### src/common/ttm_pkg.sv
// constants shared by the thermal threshold monitor files
package ttm_pkg;
  localparam int NUM_WARN = 6;
  localparam int CLK_MHZ = 50;
  // nominal warning thresholds in degrees C, lowest first
  localparam int WARN_DEG_0 = 80;
  localparam int WARN_DEG_1 = 95;
  localparam int WARN_DEG_2 = 110;
  localparam int WARN_DEG_3 = 125;
  localparam int WARN_DEG_4 = 140;
  localparam int WARN_DEG_5 = 155;
  localparam int WARN_HYST_DEG = 5;
  localparam int SHUTDOWN_DEG = 165;
  localparam int SHUTDOWN_HYST_DEG = 15;

  // timing
  localparam int DEBOUNCE_US = 10;
  localparam int DEBOUNCE_CYC = DEBOUNCE_US * CLK_MHZ;
  localparam int SAMPLE_INTERVAL_US = 3000;
  localparam int SAMPLE_INTERVAL_CYC = SAMPLE_INTERVAL_US * CLK_MHZ;
  localparam int SAMPLE_WINDOW_US = 450;
  localparam int SAMPLE_WINDOW_CYC = SAMPLE_WINDOW_US * CLK_MHZ;
  localparam int SAMPLE_CNT_W = 18;
  localparam int DEBOUNCE_CNT_W = 10;

  // register byte offsets
  localparam logic [7:0] REG_CTRL = 8'h00;
  localparam logic [7:0] REG_FLAG = 8'h04;
  localparam logic [7:0] REG_SENSE = 8'h08;
  localparam logic [7:0] REG_MASK = 8'h0c;

  // field positions
  localparam int CTRL_ENABLE_BIT = 0;
  localparam int CTRL_AON_BIT = 1;
  localparam int STAT_SHUTDOWN_BIT = 8;
  localparam int STAT_POWER_BIT = 9;

  // reset values
  localparam logic RST_ENABLE = 1'b1;
  localparam logic RST_AON = 1'b0;
  localparam logic [5:0] RST_MASK = 6'h00;
  localparam logic [5:0] RST_FLAG = 6'h00;
endpackage

### src/verilog/ttm_thermal_monitor.sv
// thermal threshold monitor control with wishbone register slave
// Behaviour
// - six warning levels, each flag, sense, mask
// - crossing a threshold sets its flag
// - unmasked set flag pulls interrupt low
// - sense releases only 5 C below threshold
// - shutdown threshold crossing starts regulator shutdown
// - no restart until shutdown hysteresis crossed
// - enable bit turns monitor off/on, except that shutdown keeps it powered
// - always-on bit keeps monitor on in run
// - otherwise 450 us on every 3.0 ms
// - standby always samples, only when enabled
// - comparators debounced 10 us both ways
module ttm_thermal_monitor #(
  parameter int SAMPLE_INTERVAL = ttm_pkg::SAMPLE_INTERVAL_CYC,
  parameter int SAMPLE_WINDOW = ttm_pkg::SAMPLE_WINDOW_CYC
) (
  input wire logic ref_clk_i,
  input wire logic sys_rst_i,
  input wire logic wb_cyc_i,
  input wire logic wb_stb_i,
  input wire logic wb_we_i,
  input wire logic [7:0] wb_adr_i,
  input wire logic [3:0] wb_sel_i,
  input wire logic [31:0] wb_dat_i,
  output logic [31:0] wb_dat_o,
  output logic wb_ack_o,
  input wire logic run_state_i,
  input wire logic [ttm_pkg::NUM_WARN-1:0] warn_rise_cmp_i,
  input wire logic [ttm_pkg::NUM_WARN-1:0] warn_fall_cmp_i,
  input wire logic sd_trip_cmp_i,
  input wire logic sd_release_cmp_i,
  output logic mon_power_o,
  output logic thermal_shutdown_o,
  output logic irq_out_n_o
);
  import ttm_pkg::*;

  localparam int NUM_CMP = 2 * NUM_WARN + 2;

  // control registers
  logic temp_monitor_enable;
  logic temp_monitor_always_on;
  logic [NUM_WARN-1:0] thermal_warn_irq_mask;
  logic [NUM_WARN-1:0] thermal_warn_irq_flag;
  logic [NUM_WARN-1:0] thermal_warn_sense;
  logic next_enable;
  logic next_always_on;
  logic [NUM_WARN-1:0] next_mask;
  logic [NUM_WARN-1:0] next_flag;
  logic [NUM_WARN-1:0] next_sense;

  // bus
  logic [31:0] next_dat;
  logic next_ack;
  logic wr_commit;
  logic flag_wr;
  logic [NUM_WARN-1:0] flag_clr;
  logic [NUM_WARN-1:0] warn_rise;

  // sampling and shutdown
  logic [SAMPLE_CNT_W-1:0] sample_cnt;
  logic [SAMPLE_CNT_W-1:0] next_sample_cnt;
  logic window;
  logic next_mon_power;
  logic next_shutdown;
  logic next_irq_n;

  // debounced comparators
  logic [NUM_CMP-1:0] cmp_raw;
  logic [NUM_CMP-1:0] cmp_clear;
  logic [NUM_CMP-1:0] cmp_lvl;
  logic [NUM_WARN-1:0] rise_lvl;
  logic [NUM_WARN-1:0] fall_lvl;
  logic sd_trip_lvl;
  logic sd_release_lvl;

  assign cmp_raw = {sd_release_cmp_i, sd_trip_cmp_i, warn_fall_cmp_i, warn_rise_cmp_i};
  assign cmp_clear = {2'b00, {(2 * NUM_WARN){~temp_monitor_enable}}};
  assign rise_lvl = cmp_lvl[NUM_WARN-1:0];
  assign fall_lvl = cmp_lvl[2*NUM_WARN-1:NUM_WARN];
  assign sd_trip_lvl = cmp_lvl[2*NUM_WARN];
  assign sd_release_lvl = cmp_lvl[2*NUM_WARN+1];

  genvar gi;
  generate
    for (gi = 0; gi < NUM_CMP; gi++) begin : g_cmp
      ttm_debounce u_db (
        .ref_clk_i(ref_clk_i),
        .sys_rst_i(sys_rst_i),
        .sample_en_i(mon_power_o),
        .clear_i(cmp_clear[gi]),
        .raw_i(cmp_raw[gi]),
        .level_o(cmp_lvl[gi])
      );
    end
  endgenerate

  // sampling timer and monitor power
  assign window = (sample_cnt < SAMPLE_CNT_W'(SAMPLE_WINDOW));

  always_comb begin
    if (sample_cnt == SAMPLE_CNT_W'(SAMPLE_INTERVAL - 1)) begin
      next_sample_cnt = '0;
    end else begin
      next_sample_cnt = sample_cnt + 1'b1;
    end
    next_mon_power = 1'b0;
    if (temp_monitor_enable) begin
      // always on in run, standby samples only
      if (run_state_i && temp_monitor_always_on) begin
        next_mon_power = 1'b1;
      end else begin
        next_mon_power = window;
      end
    end
    // keep sensing during shutdown so cooling is seen
    if (thermal_shutdown_o) begin
      next_mon_power = 1'b1;
    end
  end

  // shutdown and restart lockout
  always_comb begin
    next_shutdown = thermal_shutdown_o;
    if (sd_trip_lvl) begin
      next_shutdown = 1'b1;
    // release only after cooling past hysteresis
    end else if (!sd_release_lvl) begin
      next_shutdown = 1'b0;
    end
  end

  // sense, flags and interrupt pin
  always_comb begin
    for (int i = 0; i < NUM_WARN; i++) begin
      // hold on falling until release comparator drops
      if (thermal_warn_sense[i]) begin
        next_sense[i] = fall_lvl[i];
      end else begin
        next_sense[i] = rise_lvl[i];
      end
    end
    if (!temp_monitor_enable) begin
      next_sense = '0;
    end
    warn_rise = next_sense & ~thermal_warn_sense;
    next_flag = (thermal_warn_irq_flag & ~flag_clr) | warn_rise;
    // unmasked flags drive the active-low pin
    next_irq_n = ~|(thermal_warn_irq_flag & ~thermal_warn_irq_mask);
  end

  // wishbone slave
  assign wr_commit = wb_cyc_i && wb_stb_i && wb_we_i && wb_ack_o && wb_sel_i[0];
  assign flag_wr = wr_commit && (wb_adr_i == REG_FLAG);
  assign flag_clr = flag_wr ? wb_dat_i[NUM_WARN-1:0] : '0;

  always_comb begin
    next_ack = wb_cyc_i && wb_stb_i && !wb_ack_o;
    next_dat = 32'h0;
    unique case (wb_adr_i)
      REG_CTRL: begin
        next_dat[CTRL_ENABLE_BIT] = temp_monitor_enable;
        next_dat[CTRL_AON_BIT] = temp_monitor_always_on;
      end
      REG_FLAG: next_dat[NUM_WARN-1:0] = thermal_warn_irq_flag;
      REG_SENSE: begin
        next_dat[NUM_WARN-1:0] = thermal_warn_sense;
        next_dat[STAT_SHUTDOWN_BIT] = thermal_shutdown_o;
        next_dat[STAT_POWER_BIT] = mon_power_o;
      end
      REG_MASK: next_dat[NUM_WARN-1:0] = thermal_warn_irq_mask;
      default: next_dat = 32'h0;
    endcase
    if (!next_ack) begin
      next_dat = wb_dat_o;
    end
    next_enable = temp_monitor_enable;
    next_always_on = temp_monitor_always_on;
    next_mask = thermal_warn_irq_mask;
    if (wr_commit && (wb_adr_i == REG_CTRL)) begin
      next_enable = wb_dat_i[CTRL_ENABLE_BIT];
      next_always_on = wb_dat_i[CTRL_AON_BIT];
    end
    if (wr_commit && (wb_adr_i == REG_MASK)) begin
      next_mask = wb_dat_i[NUM_WARN-1:0];
    end
  end

  always_ff @(posedge ref_clk_i) begin
    if (sys_rst_i) begin
      wb_ack_o <= 1'b0;
      wb_dat_o <= 32'h0;
      temp_monitor_enable <= RST_ENABLE;
      temp_monitor_always_on <= RST_AON;
      thermal_warn_irq_mask <= RST_MASK;
      thermal_warn_irq_flag <= RST_FLAG;
      thermal_warn_sense <= '0;
      sample_cnt <= '0;
      mon_power_o <= 1'b0;
      thermal_shutdown_o <= 1'b0;
      irq_out_n_o <= 1'b1;
    end else begin
      wb_ack_o <= next_ack;
      wb_dat_o <= next_dat;
      temp_monitor_enable <= next_enable;
      temp_monitor_always_on <= next_always_on;
      thermal_warn_irq_mask <= next_mask;
      thermal_warn_irq_flag <= next_flag;
      thermal_warn_sense <= next_sense;
      sample_cnt <= next_sample_cnt;
      mon_power_o <= next_mon_power;
      thermal_shutdown_o <= next_shutdown;
      irq_out_n_o <= next_irq_n;
    end
  end

  a_irq_pin_mask: assert property (@(posedge ref_clk_i) disable iff (sys_rst_i)
    ##1 (irq_out_n_o == !$past(|(thermal_warn_irq_flag & ~thermal_warn_irq_mask))))
    else $error("interrupt pin does not follow unmasked flags");

  a_flag_set_edge: assert property (@(posedge ref_clk_i) disable iff (sys_rst_i)
    (|warn_rise) |=> ((thermal_warn_irq_flag & $past(warn_rise)) == $past(warn_rise)))
    else $error("flag not set on threshold crossing");

  a_flag_latched: assert property (@(posedge ref_clk_i) disable iff (sys_rst_i)
    !flag_wr |=> ((thermal_warn_irq_flag & $past(thermal_warn_irq_flag)) == $past(thermal_warn_irq_flag)))
    else $error("flag dropped without software clear");

  a_flag_w1c: assert property (@(posedge ref_clk_i) disable iff (sys_rst_i)
    (flag_wr && (warn_rise == '0)) |=> ((thermal_warn_irq_flag & $past(wb_dat_i[NUM_WARN-1:0])) == '0))
    else $error("write of one did not clear flag");

  a_sense_hold: assert property (@(posedge ref_clk_i) disable iff (sys_rst_i)
    (temp_monitor_enable && thermal_warn_sense[0] && fall_lvl[0]) |=> thermal_warn_sense[0])
    else $error("sense released above hysteresis point");

  a_sd_trip: assert property (@(posedge ref_clk_i) disable iff (sys_rst_i)
    sd_trip_lvl |=> thermal_shutdown_o)
    else $error("shutdown not started on trip");

  a_sd_lockout: assert property (@(posedge ref_clk_i) disable iff (sys_rst_i)
    (thermal_shutdown_o && sd_release_lvl) |=> thermal_shutdown_o)
    else $error("shutdown released before hysteresis");

  a_mon_disabled: assert property (@(posedge ref_clk_i) disable iff (sys_rst_i)
    (!temp_monitor_enable && !thermal_shutdown_o) |=> !mon_power_o)
    else $error("monitor powered while disabled");

  a_aon_run: assert property (@(posedge ref_clk_i) disable iff (sys_rst_i)
    (temp_monitor_enable && temp_monitor_always_on && run_state_i) |=> mon_power_o)
    else $error("monitor not continuous in run always-on");

  // interval wraps to a new window
  a_interval_wrap: assert property (@(posedge ref_clk_i) disable iff (sys_rst_i)
    (sample_cnt == SAMPLE_CNT_W'(SAMPLE_INTERVAL - 1)) |=> (sample_cnt == '0) && window)
    else $error("sampling interval did not wrap");

  // standby samples only inside the window
  a_standby_duty: assert property (@(posedge ref_clk_i) disable iff (sys_rst_i)
    (!run_state_i && !window && !thermal_shutdown_o) |=> !mon_power_o)
    else $error("monitor on outside window in standby");
endmodule

### src/verilog/ttm_debounce.sv
// three-flop synchroniser and bidirectional debounce for one comparator
module ttm_debounce (
  input wire logic ref_clk_i,
  input wire logic sys_rst_i,
  input wire logic sample_en_i,
  input wire logic clear_i,
  input wire logic raw_i,
  output logic level_o
);
  import ttm_pkg::*;

  logic [2:0] sync;
  logic [DEBOUNCE_CNT_W-1:0] cnt;
  logic [2:0] next_sync;
  logic [DEBOUNCE_CNT_W-1:0] next_cnt;
  logic next_level;
  logic agree;

  assign agree = (sync[1] == sync[2]);

  always_comb begin
    next_sync = {sync[1:0], raw_i};
    next_cnt = '0;
    next_level = level_o;
    if (clear_i) begin
      next_level = 1'b0;
    end else if (!sample_en_i) begin
      // monitor unpowered: freeze the last decision
      next_cnt = cnt;
    end else if (agree && (sync[2] != level_o)) begin
      if (cnt == DEBOUNCE_CNT_W'(DEBOUNCE_CYC - 1)) begin
        next_level = sync[2];
      end else begin
        next_cnt = cnt + 1'b1;
      end
    end
  end

  always_ff @(posedge ref_clk_i) begin
    if (sys_rst_i) begin
      sync <= 3'h0;
      cnt <= '0;
      level_o <= 1'b0;
    end else begin
      sync <= next_sync;
      cnt <= next_cnt;
      level_o <= next_level;
    end
  end

  a_db_settle: assert property (@(posedge ref_clk_i) disable iff (sys_rst_i)
    (!clear_i && (next_level != level_o)) |-> (cnt == DEBOUNCE_CNT_W'(DEBOUNCE_CYC - 1)))
    else $error("level changed before debounce time");
endmodule

### config.mk
export PLATFORM = sky130hd
export DESIGN_NAME = ttm_thermal_monitor
export DESIGN_NICKNAME = d
export VERILOG_FILES = /design/src/common/ttm_pkg.sv /design/src/verilog/ttm_thermal_monitor.sv /design/src/verilog/ttm_debounce.sv
export SDC_FILE = /design/constraint.sdc
export NUM_CORES = 1
export LEC_CHECK = 0
export ABC_CLOCK_PERIOD_IN_PS = 2500
export BUFFER_PORTS_ARGS = -buffer_cell sky130_fd_sc_hd__buf_2
export CAP_MARGIN = 30
export CORE_ASPECT_RATIO = 1.5
export CORE_MARGIN = 3
export CORE_UTILIZATION = 48
export CTS_CLUSTER_DIAMETER = 30
export DETAILED_ROUTE_END_ITERATION = 8
export PLACE_DENSITY = 0.64
export SLEW_MARGIN = 10
export SYNTH_ARGS = -nofsm -noshare
export SYNTH_HDL_FRONTEND = slang
export SYNTH_SLANG_ARGS = --single-unit
### constraint.sdc
create_clock -name ref_clk_i -period 2.5 [get_ports ref_clk_i]
set_input_delay 0.375 -clock ref_clk_i [delete_from_list [all_inputs] [get_ports ref_clk_i]]
set_output_delay 0.375 -clock ref_clk_i [all_outputs]
set_load 0.05 [all_outputs]
# After elaboration in Yosys (flattened, before gate mapping)
# Index checks and enable logic that the tools add are counted.
dict set report word_totals {
  rom_bits 0
  out_inout_bits 36
  n_memories 0
  register_bits 246
  latch_bits 0
  mem_bits_rw 0
  word_cells 211
}
dict set report op_classes {
  n_addsub 15
  n_mul 0
  div_mod_pow 0
  n_reduce_logical 43
  magnitude_cmp 1
  bitwise_logic 8
  shifts 0
  n_eq_ne 47
  n_mux 44
}
# operator count
set ops {}
lappend ops {{two-way mux 10 bit} 28}
lappend ops {{adder 10 x 1 -> 10 bit, second input constant} 14}
lappend ops {{equality test 10 x 9 -> 1 bit, second input constant} 14}
lappend ops {{AND reduction 3 bit} 14}
lappend ops {{logical AND 1 bit} 23}
lappend ops {{adder 18 x 1 -> 18 bit, second input constant} 1}
lappend ops {{bitwise AND 6 bit} 3}
lappend ops {{equality test 18 bit, second input constant} 1}
lappend ops {{less-than comparator 18 x 15 -> 1 bit, second input constant} 1}
lappend ops {{NOT 6 bit} 3}
lappend ops {{equality test 8 x 4 -> 1 bit, second input constant} 2}
lappend ops {{equality test 1 bit} 14}
lappend ops {{!= test 1 bit} 14}
lappend ops {{two-way mux 6 bit} 2}
lappend ops {{one-hot mux 4 bit (3 select lines)} 1}
lappend ops {{two-way mux 1 bit} 11}
lappend ops {{equality test 8 x 3 -> 1 bit, second input constant} 1}
lappend ops {{logical NOT 8 bit} 1}
lappend ops {{one-hot mux 2 bit (4 select lines)} 1}
lappend ops {{OR 6 bit} 1}
lappend ops {{OR reduction 6 bit} 1}
lappend ops {{OR reduction 2 bit} 2}
lappend ops {{logical NOT 1 bit} 2}
lappend ops {{two-way mux 2 bit} 1}
lappend ops {{other kinds (2)} 2}

# Logic depth before layout (Yosys ltp)
dict set report logic_depth {
  ltp_word 9
  mapped_depth 6
  depth_no_buf 5
}

# Cells and area by module
# From an unflattened synthesis, not the netlist that was laid out.
dict set report hier_totals {
  cells_unflattened 1385
  hier_area_um2 12878.6
}
# module cells_per_inst seq_area_each_um2 area_each_um2 n_inst
set modules_own_cells {}
lappend modules_own_cells {ttm_debounce 79 280.3 739.5 14}
lappend modules_own_cells {ttm_thermal_monitor 279 1001.0 2526.2 1}

# Worst setup path after synthesis
# OpenSTA, ideal clock, no wires.
dict set report synth_timing {
  path_kind {register to register}
  start {register mon_power_o}
  end {register g_cmp[10].u_db.cnt[1]}
  synth_period_minus_slack_ns 2.024
  arrival_ns 1.882
  path_stages_with_launch 7
  setup_slack_ns 0.476
  n_path_buf 4
  path_cell_list {dfxtp_1 > buf_2 > clkbuf_1 > clkbuf_1 > buf_2 > mux2i_1 > nor2_1}
}
# element line
set synth_lines {}
lappend synth_lines {{from (decl)} ttm_thermal_monitor.sv:33} ;# output logic mon_power_o,
lappend synth_lines {{from (signal assigned)} ttm_thermal_monitor.sv:212} ;# mon_power_o <= next_mon_power;
lappend synth_lines {{to (signal assigned)} ttm_debounce.sv:46} ;# cnt <= next_cnt;
lappend synth_lines {{to (decl)} ttm_debounce.sv:13} ;# logic [DEBOUNCE_CNT_W-1:0] cnt;

# Worst setup path after layout
dict set report layout_timing {
  start {register temp_monitor_enable}
  end {register g_cmp[8].u_db.cnt[7]}
}
dict set report layout_via {
  elab_chain_len 2
}
# element line
set layout_rtl {}
lappend layout_rtl {{from (decl)} ttm_thermal_monitor.sv:42} ;# logic temp_monitor_enable;
lappend layout_rtl {{from (signal assigned)} ttm_thermal_monitor.sv:206} ;# temp_monitor_enable <= next_enable;
lappend layout_rtl {{NOT 1 bit (no line)} --}
lappend layout_rtl {{OR reduction 2 bit (no line)} --}
lappend layout_rtl {{to (signal assigned)} ttm_debounce.sv:46}
lappend layout_rtl {{to (decl)} ttm_debounce.sv:13}
# No other way between the ends.
# A chain may end at the register's enable or synchronous reset.

==> impl_metrics.json <==
{
  "fin_cells": 1573,
  "ys_ff_latch": 246,
  "maxSlewViolCount": 0,
  "r2r_end": "g_cmp[8].u_db.cnt[7]",
  "finalSetupTns_ns": 0,
  "multi_input_area_um2": 5620,
  "powerDensity_nw_per_um2": 793,
  "mostFrequentLayoutCells": "dfxtp_1 (245), nor2_1 (135), xor2_1 (71)",
  "p_leak_nw": 4.66,
  "cts_hold_buffers": 0,
  "synth_ff_type": "dfxtp_1",
  "synthDistinctLibCells": 55,
  "hold_violations": 0,
  "path_max_fanout": 10,
  "antenna_found_initial": 0,
  "fin_crit_ns": 2.18,
  "cts_made_buffers": 41,
  "clk_latency_ns": 0.51,
  "ys_seq_area_frac": 0.452,
  "io_pins": 100,
  "reg2reg_depth": 3,
  "layout_commonest_cell": "dfxtp_1",
  "grt_max_degree": 79,
  "worstSetupEndpointType": "flip-flop",
  "gr-total-overflow": 0,
  "hp-class": "in2reg",
  "cts_resized": 0,
  "status": "finished clean",
  "drt.antenna.violating_nets": 0,
  "routed_via_density": 5.49,
  "fillers": 1957,
  "hold_end": "g_cmp[10].u_db.sync[0]",
  "fin_skew_ns": 0.00831,
  "reg2reg_slack_ns": 0.32,
  "seqCellArea_um2": 4930,
  "fin_crit_sh": 0.872,
  "tritoncts": "built",
  "crit_arrival_ns": 2.62,
  "final_nets": 1349,
  "drcViolationCount": 0,
  "cts_max_path_buffers": 3,
  "drt_iter0_drc": 311,
  "worstHoldPathCells": 2,
  "rows": 66,
  "rsz0062_at_grt": "false",
  "relSlewSlack": 0.393,
  "final_core_util": 0.579,
  "syn-cell-area_um2": 10900,
  "root_buffer": "clkbuf_16",
  "cap_violations": 0,
  "die_x_um": 129,
  "htreeDepth": 2,
  "rr_startpoint": "temp_monitor_enable",
  "ir_drop_v": 0.000615,
  "synthArstFlopShare": 0,
  "wl_per_cell_um": 14.5,
  "cp.required_ns": 2.94,
  "netlist_instances": 1211,
  "cts.clk_slew.worst_paths_ns": 0.05,
  "ys_warn_count": 0,
  "grt_pass1_vias": 8533,
  "place.gp.congestion": 0.799,
  "avgSynthCellArea_um2": 9.00,
  "dp_cells": 1498,
  "place_area_um2": 11300,
  "io_buffers": 46,
  "whs_ns": 0.0693,
  "drtPass1Iterations": 5,
  "syn_to_final_growth_pct": 17.1,
  "cp-start-kind": "flip-flop",
  "numClockSinks": 246,
  "grt_pass1_wl_um": 38500,
  "num_antenna_cells": 0,
  "grt_usage": 0.185,
  "fmax_mhz": 459,
  "die-area_um2": 24600,
  "critPathKind": "reg2reg",
  "postCtsSetupRepairBufs": 0,
  "fin_area_um2": 12800,
  "core_um2": 22000,
  "setup_viol": 0,
  "routed_wl_um": 22700,
  "num_vias": 8638,
  "hpwl_um": 14800,
  "drive_gt1_frac": 0.127,
  "synth-edff-count": 0,
  "tightestPinTransition_ns": 0.908,
  "hold_start": "warn_fall_cmp_i[4]",
  "die_h_um": 191,
  "start_util": 0.494
}
metal layers:
layer  vias up  global-route usage  wire [µm]
met3        53              0.0311        713
li1       4373                   -          -
met4         0              0.0800        846
met5         -                   0          0
met2       128               0.334      11500
met1      4084               0.210       9640
synth_stat cells, types with 4 or more instances:
library cell    n  area (µm²)
nor3b_1        13        97.6
a32oi_1        11        96.3
nor2_1        135         507
dfxtp_1       246        4920
buf_2           4        20.0
clkbuf_1       34         128
and2_1          4        25.0
or3_1          21         131
or2_2          16         100
a31oi_1        18         113
nand2_1        64         240
xor2_1         71         622
mux2_2          4        45.0
nor4b_1        13         114
nand3_1        56         280
ha_1           15         188
nor2b_1        44         275
a22o_1          4        35.0
o21ai_0        27         135
xnor2_1        53         464
nor4_1          5        31.3
and3_1         24         150
a21oi_1        43         215
nand4_1        59         369
o21ai_1         8        40.0
o31ai_1         4        30.0
buf_4          24         180
o21a_1         15         113
o22ai_1         4        25.0
and3b_1        13         114
and4_1         23         201
mux2i_1        14         140
inv_1          25        93.8
or4_1           4        30.0
nand4b_1        5        43.8
nor3_1         60         300
area by class of cell:
type                            count  area share
Multi-Input combinational cell    896       0.440
Sequential cell                   246       0.386
Clock buffer                       51      0.0913
Timing Repair Buffer               60      0.0270
Tap cell                          272      0.0267
Clock inverter                     23      0.0217
Inverter                           25     0.00735
registers in the layout, summed over array words and instances, names as in the netlist, 6 cells and up:
| name | cells |
|---|---|
| thermal_warn_sense | 6 |
| thermal_warn_irq_flag | 6 |
| g_cmp.u_db.cnt | 140 |
| g_cmp.u_db.level_o | 14 |
| wb_dat_o | 8 |
| thermal_warn_irq_mask | 6 |
| g_cmp.u_db.sync | 42 |
| sample_cnt | 18 |
metrics by stage:
| stage | setup WS [ns] | total power (W) |
|---|---|---|
| after detailed placement | 0.274 | 0.00443 |
| after CTS | 0.241 | 0.0103 |
| after global placement | 0.299 | 0.00442 |
| after floorplan | 0.476 | 0.00435 |
| after global routing | 0.0773 | 0.0104 |
| final | 0.321 | 0.0101 |
worst max-delay path by stage:
stage | from | to | slack [ns]
floorplan | mon_power_o | g_cmp[10].u_db.cnt[1] | 0.48
global placement | temp_monitor_enable | g_cmp[11].u_db.cnt[7] | 0.30
detailed placement | temp_monitor_enable | g_cmp[10].u_db.cnt[8] | 0.27
CTS | temp_monitor_enable | g_cmp[11].u_db.cnt[0] | 0.24
global route | temp_monitor_enable | g_cmp[11].u_db.cnt[0] | 0.08
finish | temp_monitor_enable | g_cmp[8].u_db.cnt[7] | 0.32
worst max-delay path: stages (launching register included):
cell and delay [ns]:
dfxtp_1 0.56, nor2b_1 0.78, a31oi_1 0.54, nor2_1 0.22
kinds of logic (layout without fill, tap and decap cells):
kind of cell	after synthesis	after routing	share of synthesized area
other	1	24	0.000344
muxes	20	20	0.0211
and+or+nand+nor	571	571	0.287
xor gates and xnor gates	124	124	0.0996
AOI/OAI and AO/OA	142	142	0.0814
buffers and inverters	92	159	0.0412
DFF	246	246	0.452
adders and majority gates	15	15	0.0172
power breakdown:
group	internal [W]	switching [W]	total, W
logic	0.0000893	0.000254	0.000343
clock network	0.00383	0.00194	0.00578
registers	0.00397	0.0000325	0.00400
(Power assumes the default switching activity.)
